`config.mk`:
```
export PLATFORM = sky130hd
export DESIGN_NAME = usb_host_interrupt_status
export DESIGN_NICKNAME = d
export VERILOG_FILES = /design/src/usb_host_flags_pkg.sv /design/src/line_timer.sv /design/src/usb_host_interrupt_status.sv
export VERILOG_INCLUDE_DIRS = /design/src
export SDC_FILE = /design/constraint.sdc
export NUM_CORES = 1
export LEC_CHECK = 0
export BUFFER_PORTS_ARGS = -buffer_cell sky130_fd_sc_hd__buf_2
export CAP_MARGIN = 5
export CORE_UTILIZATION = 25
export DETAILED_ROUTE_END_ITERATION = 7
export GPL_ROUTABILITY_DRIVEN = 0
export GPL_TIMING_DRIVEN = 0
export PLACE_DENSITY = 0.45
export SYNTH_ARGS = -nofsm -noshare
export SYNTH_HDL_FRONTEND = slang
export SYNTH_HIERARCHICAL = 1
export SYNTH_SLANG_ARGS = --single-unit
```
`constraint.sdc`:
```
create_clock -name clk -period 2.7 [get_ports clk]
set_clock_uncertainty 0.05 [all_clocks]
set_input_delay 0.135 -clock clk [delete_from_list [all_inputs] [get_ports clk]]
set_output_delay 0.135 -clock clk [all_outputs]
set_load 0.005 [all_outputs]
```
`src/usb_host_flags_consts.svh`:
```
// Offsets, bit positions and timing constants of the host interrupt flags
`ifndef USB_HOST_FLAGS_CONSTS_SVH
`define USB_HOST_FLAGS_CONSTS_SVH
`define FLAGS_ADDR 4'h0
`define ERRMASK_ADDR 4'h4
`define ERRSTAT_ADDR 4'h8
`define BIT_STALL 7
`define BIT_ATTACH 6
`define BIT_RESUME 5
`define BIT_IDLE 4
`define BIT_TOKEN 3
`define BIT_FRAME 2
`define BIT_ERROR 1
`define BIT_DETACH 0
`define FLAGS_RESET 8'h00
`define CLK_MHZ 125
`define ATTACH_NS 2500
`define RESUME_NS 2500
`define IDLE_US 3000
`define ATTACH_CYC ((`ATTACH_NS * `CLK_MHZ + 999) / 1000)
`define RESUME_CYC ((`RESUME_NS * `CLK_MHZ + 999) / 1000)
`define IDLE_CYC (`IDLE_US * `CLK_MHZ)
`endif

```
`src/usb_host_flags_pkg.sv`:
```
// Types shared by the host interrupt flag logic
package usb_host_flags_pkg;
	typedef enum logic [1:0] {LINE_SE0, LINE_J, LINE_K, LINE_SE1} line_type;
	typedef logic [15:0] word_type;
endpackage

```
`src/line_timer.sv`:
```
// Counts how long a condition has held and pulses once when it reaches a limit
`timescale 1ns/10ps
module line_timer #(
	parameter int WIDTH = 20,
	parameter logic [WIDTH-1:0] LIMIT = '1
) (
	// Clock and reset
	input wire logic clk,
	input wire logic rst_b,
	input wire logic clkEn,
	// Condition and result
	input wire logic hold,
	output logic reached
);
	logic [WIDTH-1:0] count_q;
	logic done_q;

	always_ff @(posedge clk)
	begin
		if (!rst_b)
			count_q <= '0;
		else if (clkEn)
		begin
			if (!hold)
				count_q <= '0;
			else if (count_q != LIMIT)
				count_q <= count_q + 1'b1;
		end
	end

	// One pulse per stretch; reset only when the condition drops
	always_ff @(posedge clk)
	begin
		if (!rst_b)
			done_q <= 1'b0;
		else if (clkEn)
			done_q <= hold && (count_q == LIMIT);
	end

	assign reached = hold && (count_q == LIMIT) && !done_q;
endmodule // line_timer

```
`src/usb_host_interrupt_status.sv`:
```
// Host-mode USB interrupt status flags with register port
//
// Summary of operation
// - Bits 15:8 read zero, writes ignored
// - Attach: non-SE0, no activity for 2.5 us
// - Resume: K-state held 2.5 us
// - Idle: bus idle 3 ms or longer
// - Token done sets flag, status shown
// - Frame flag at start-of-frame threshold
// - Stall flag on STALL handshake
// - Error summary read-only, enabled errors only
// - Detach flag; not again until cleared
`timescale 1ns/10ps
`include "usb_host_flags_consts.svh"
module usb_host_interrupt_status #(
	parameter int IDLE_CYCLES = `IDLE_CYC,
	parameter int ERR_BITS = 8,
	parameter int TOKEN_BITS = 8
) (
	// Clock and reset
	input wire logic clk,
	input wire logic rst_b,
	input wire logic clkEn,
	// Bus line state from the transceiver (asynchronous)
	input wire logic dPlus,
	input wire logic dMinus,
	input wire logic lowSpeed,
	// Engine events (same clock)
	input wire logic busActivity,
	input wire logic detachSeen,
	input wire logic tokenDone,
	input wire logic [TOKEN_BITS-1:0] tokenInfo,
	input wire logic frameThreshold,
	input wire logic stallSeen,
	input wire logic [ERR_BITS-1:0] errorEvents,
	// Register port
	input wire logic [3:0] addr,
	input wire logic [15:0] wrData,
	input wire logic wrStb,
	input wire logic rdStb,
	output usb_host_flags_pkg::word_type rdData,
	// Status
	output logic [TOKEN_BITS-1:0] tokenStatus,
	output logic [7:0] flags
);
	import usb_host_flags_pkg::*;

	// ------------------------------------------------------------
	// Pin synchronisers
	// ------------------------------------------------------------
	logic [1:0] lineMeta_q;
	logic [1:0] lineSync_q;
	line_type line;

	always_ff @(posedge clk)
	begin
		if (!rst_b)
		begin
			lineMeta_q <= 2'b00;
			lineSync_q <= 2'b00;
		end
		else if (clkEn)
		begin
			lineMeta_q <= {dPlus, dMinus};
			lineSync_q <= lineMeta_q;
		end
	end

	always_comb
	begin
		case (lineSync_q)
			2'b00: line = LINE_SE0;
			2'b10: line = lowSpeed ? LINE_K : LINE_J;
			2'b01: line = lowSpeed ? LINE_J : LINE_K;
			default: line = LINE_SE1;
		endcase
	end

	// ------------------------------------------------------------
	// Bus state detectors
	// ------------------------------------------------------------
	logic attachHit;
	logic resumeHit;
	logic idleHit;
	logic idleState;

	// Idle is J with no engine activity
	assign idleState = (line == LINE_J) && !busActivity;

	line_timer #(
		.WIDTH(16),
		.LIMIT(16'(`ATTACH_CYC))
	) attachTimer (
		.clk(clk),
		.rst_b(rst_b),
		.clkEn(clkEn),
		.hold((line != LINE_SE0) && !busActivity),
		.reached(attachHit)
	);

	line_timer #(
		.WIDTH(16),
		.LIMIT(16'(`RESUME_CYC))
	) resumeTimer (
		.clk(clk),
		.rst_b(rst_b),
		.clkEn(clkEn),
		.hold(line == LINE_K),
		.reached(resumeHit)
	);

	line_timer #(
		.WIDTH(32),
		.LIMIT(32'(IDLE_CYCLES))
	) idleTimer (
		.clk(clk),
		.rst_b(rst_b),
		.clkEn(clkEn),
		.hold(idleState),
		.reached(idleHit)
	);

	// ------------------------------------------------------------
	// Error summary
	// ------------------------------------------------------------
	logic [ERR_BITS-1:0] errMask_q;
	logic [ERR_BITS-1:0] errStat_q;
	logic wrFlags;
	logic wrMask;
	logic wrErr;

	assign wrFlags = wrStb && (addr == `FLAGS_ADDR);
	assign wrMask = wrStb && (addr == `ERRMASK_ADDR);
	assign wrErr = wrStb && (addr == `ERRSTAT_ADDR);

	always_ff @(posedge clk)
	begin
		if (!rst_b)
			errMask_q <= '0;
		else if (clkEn && wrMask)
			errMask_q <= wrData[ERR_BITS-1:0];
	end

	// Error causes: set wins over write-one-clear
	always_ff @(posedge clk)
	begin
		if (!rst_b)
			errStat_q <= '0;
		else if (clkEn)
			errStat_q <= (errStat_q & ~(wrErr ? wrData[ERR_BITS-1:0]
				: {ERR_BITS{1'b0}})) | errorEvents;
	end

	// ------------------------------------------------------------
	// Flags
	// ------------------------------------------------------------
	logic [7:0] flags_q;
	logic [7:0] setEv;
	logic [7:0] clrBits;
	logic detachArm_q;

	// Detach can only fire again once software clears it
	always_ff @(posedge clk)
	begin
		if (!rst_b)
			detachArm_q <= 1'b1;
		else if (clkEn)
		begin
			if (detachSeen && detachArm_q)
				detachArm_q <= 1'b0;
			else if (wrFlags && wrData[`BIT_DETACH])
				detachArm_q <= 1'b1;
		end
	end

	always_comb
	begin
		setEv = 8'h00;
		setEv[`BIT_STALL] = stallSeen;
		setEv[`BIT_ATTACH] = attachHit;
		setEv[`BIT_RESUME] = resumeHit;
		setEv[`BIT_IDLE] = idleHit;
		setEv[`BIT_TOKEN] = tokenDone;
		setEv[`BIT_FRAME] = frameThreshold;
		setEv[`BIT_DETACH] = detachSeen && detachArm_q;
	end

	// Upper byte of write data never reaches the flags
	assign clrBits = wrFlags ? wrData[7:0] : 8'h00;

	always_ff @(posedge clk)
	begin
		if (!rst_b)
			flags_q <= `FLAGS_RESET;
		else if (clkEn)
			flags_q <= (flags_q & ~clrBits) | setEv;
	end

	// Summary is live, never stored or cleared directly
	always_comb
	begin
		flags = flags_q;
		flags[`BIT_ERROR] = |(errStat_q & errMask_q);
	end

	// ------------------------------------------------------------
	// Token status
	// ------------------------------------------------------------
	// Captured only while the previous token is acknowledged
	always_ff @(posedge clk)
	begin
		if (!rst_b)
			tokenStatus <= '0;
		else if (clkEn && tokenDone && !flags_q[`BIT_TOKEN])
			tokenStatus <= tokenInfo;
	end

	// ------------------------------------------------------------
	// Read port
	// ------------------------------------------------------------
	always_ff @(posedge clk)
	begin
		if (!rst_b)
			rdData <= 16'h0000;
		else if (clkEn)
		begin
			if (!rdStb)
				rdData <= 16'h0000;
			else
				case (addr)
					`FLAGS_ADDR: rdData <= {8'h00, flags};
					`ERRMASK_ADDR: rdData <= 16'(errMask_q);
					`ERRSTAT_ADDR: rdData <= 16'(errStat_q);
					default: rdData <= 16'h0000;
				endcase
		end
	end
endmodule // usb_host_interrupt_status

```
==> reports/metrics.csv <==
stage,metric,value,unit
finish,nets,889,
synth,synth-edff-count,0,
global_route,grt_pass1_vias,5608,
floorplan,fp-row-count,57,
floorplan,fp.dieH,158.9,µm
global_route,grt_antenna_before_repair,0,
route,drt-initial-drc-count,453,
finish,antennaDiodeCount,0,
synth,async_flop_share,0,%
setup_path,timing.critical_path.from,idleTimer/count_q[1]$_SDFFE_PN0P_,
synth,syn_avg_cell_area,8.516,µm²
setup_path,path_max_fanout,10,
synth,yosysWarnings,6,
setup_path,critical_path_required,2.91,ns
synth,yosysTopAreaCell,dfxtp_1,
sta,fmax,393.6,MHz
synth,synth.distinct_cells,68,
sta,worst_hold_slack,0.01923,ns
sta,finalMaxSlewViolations,0,
cts,clockBufferDepth,2,
sta,finalCritPeriodShare,94.09,%
cts,cts_tree,built,
sta,tns,0,ns
cts,numCtsBuffers,9,
synth,netlist_instances,723,
sta,min_period,2.540,ns
cts,ctsHtreeMaxLevel,3,
route,wirelength,18510,µm
hold_path,hold_depth,3,
floorplan,die_area,25260,µm²
power,powerDensity,452.6,nW/µm²
route,route.detailed.drc,0,
setup_path,cp-end-kind,flip-flop,
cts,cts.sink_count,111,
global_route,track_usage,14.81,%
synth,synth_area,6157,µm²
route,wl_per_cell,15.92,µm
setup_path,critPathLaunchType,flip-flop,
synth,synthFlopType,dfxtp_1,
route,dr.pass1.iters,5,
finish,area_growth,22.15,%
global_route,grt_pass1_wl,30510,µm
floorplan,start_util,25.39,%
synth,synth_most_common_cell,dfxtp_1,
cts,clk_latency,0.36,ns
finish,drive_above_1_share,19.79,%
route,viasPerCell,5.117,
cts,clkTransAtPathRegs,0.08,ns
hold_path,hold_path_class,primary input to flip-flop,
cts,ctsRootBufferMaster,clkbuf_16,
synth,yosysSeqAreaShare,36.09,%
placement,hpwl,13060,µm
global_route,grt_max_degree,23,
status,status,completed,
setup_path,path_class,flip-flop to flip-flop,
sta,worst_pin_slew,0.6303,ns
setup_path,r2r_end,idleTimer/count_q[13]$_SDFFE_PN0P_,
route,ant_nets,0,
sta,setup_viol,0,
synth,synth_common_cells,"dfxtp_1 (111), nand2_1 (90), a21oi_1 (73)",
power,leakage,2.703,nW
synth,yosys_register_bits,111,
sta,slew_headroom,57.98,%
power,power.total,3.404,mW
floorplan,ios,81,
setup_path,crit_arrival,2.75,ns
placement,port-buffer-count,64,
finish,utilization,31.02,%
floorplan,dieWidth,158.9,µm
global_route,grt-ovfl-total,0,
setup_path,reg2reg_slack,0.16,ns
setup_path,reg2reg_depth,8,
synth,synth_area_leaders,"dfxtp_1 (36%), a21oi_1 (5.9%), nand2_1 (5.5%), mux2i_1 (3.3%), or4_1 (3.2%)",
power,ir_worst_vdd,0.2672,mV
hold_path,min_from,errorEvents[4],
route,via_count,5951,
setup_path,r2r-start,idleTimer/count_q[1]$_SDFFE_PN0P_,
floorplan,core_area,24250,µm²
sta,hold_violations,0,
setup_path,crit_end,idleTimer/count_q[13]$_SDFFE_PN0P_,
synth,yosysTopAreaCellShare,36.09,%
flow_run,cap_violations,0,
[metal layers]
metal | vias up | part of all wire (%) | global-route usage (%)
li1 | 2953 | - | -
met1 | 2858 | 49 | 20.73
met2 | 127 | 47 | 23.58
met3 | 13 | 3.8 | 2.865
met4 | 0 | 0.86 | 2.972
met5 | - | 0 | 0
[cells in the final DEF (no fill, tap or decap), drive strengths merged, types with 24 or more instances in the layout]
cell,n
dfxtp,111
buf,98
nand2,90
a21oi,73
o21ai,38
clkbuf,31
or4,28
nor2,27
nand4,27
dlygate4sd3,25
nand3,25
o22ai,25
inv,24
[flip-flops by register name, indices dropped and copies added (netlist names)]
name and count:
resumeTimer/count_q 16, attachTimer/count_q 16, detachArm_q 1, lineSync_q 2, attachTimer/done_q 1, resumeTimer/done_q 1, rdData 8, tokenStatus 8
idleTimer/count_q 32, lineMeta_q 2, flags_q 7, idleTimer/done_q 1, errMask_q 8, errStat_q 8
[worst min-delay path by stage]
stage,to,slack [ns]
finish,errStat_q[4]$_SDFFE_PN0P_,0.02
global route,errStat_q[4]$_SDFFE_PN0P_,0.01
CTS,errStat_q[4]$_SDFFE_PN0P_,0.003
detailed placement,errStat_q[1]$_SDFFE_PN0P_,0.31
global placement,errStat_q[1]$_SDFFE_PN0P_,0.31
floorplan,attachTimer/done_q$_SDFFE_PN0P_,0.18
[area by class of cell]
cell class	count	area [µm²]
plain buffers	52	307.8
clock buffers	9	225.2
clock inverters	7	78.83
fillers	2613	16730
inverters	19	71.32
multi-input cells	548	3596
flip-flops and latches	111	2223
well taps	324	405.4
repair buffers	93	613.1
[cells by family (layout without fill, tap and decap cells)]
family	Yosys count	after routing	synth area share, %
and+or+nand+nor	302	302	29.18
AOI/OAI and AO/OA	212	212	24.26
DFF	111	111	36.09
buffers and inverters	71	180	5.934
muxes	20	20	3.251
adders and majority gates	6	6	1.219
other	1	8	0.06090
[repair_timing]
item / in CTS / in global routing
endpoints found under the setup margin: 21 / 34
setup buffers: 0 / 4
gates cloned: 0 / 0
pin swaps: 0 / 1
gates resized for setup: 2 / 10
endpoints found under the hold margin: 30 / 0
hold buffers: 25 / 0
[stage by stage]
stage                     setup WS [ns]  cell area, µm²  cells
after floorplan                  0.3938            6183    730
after global routing          -0.009135            7521   1163
after detailed placement        -0.1300            6909   1118
after CTS                       0.04374            7465   1159
final                            0.1596            7521   1163
after global placement         -0.09830            6909   1118
[worst max-delay path: stages (launching register included)]
cell and delay (ns):
dfxtp_1 0.36, inv_1 0.07, ha_1 0.18, nor4bb_1 0.38, nand4_1 0.40, o311ai_2 0.41, buf_4 0.25, nor3_1 0.07
o221a_2 0.26
[power breakdown]
| group | switching, mW | leakage (nW) | internal, mW | total, mW |
|---|---|---|---|---|
| clock network | 0.726 | 0.151 | 0.669 | 1.40 |
| logic | 0.184 | 1.65 | 0.146 | 0.330 |
| registers | 0.0184 | 0.899 | 1.66 | 1.68 |
No activity file was read; power rests on OpenSTA's default activity.
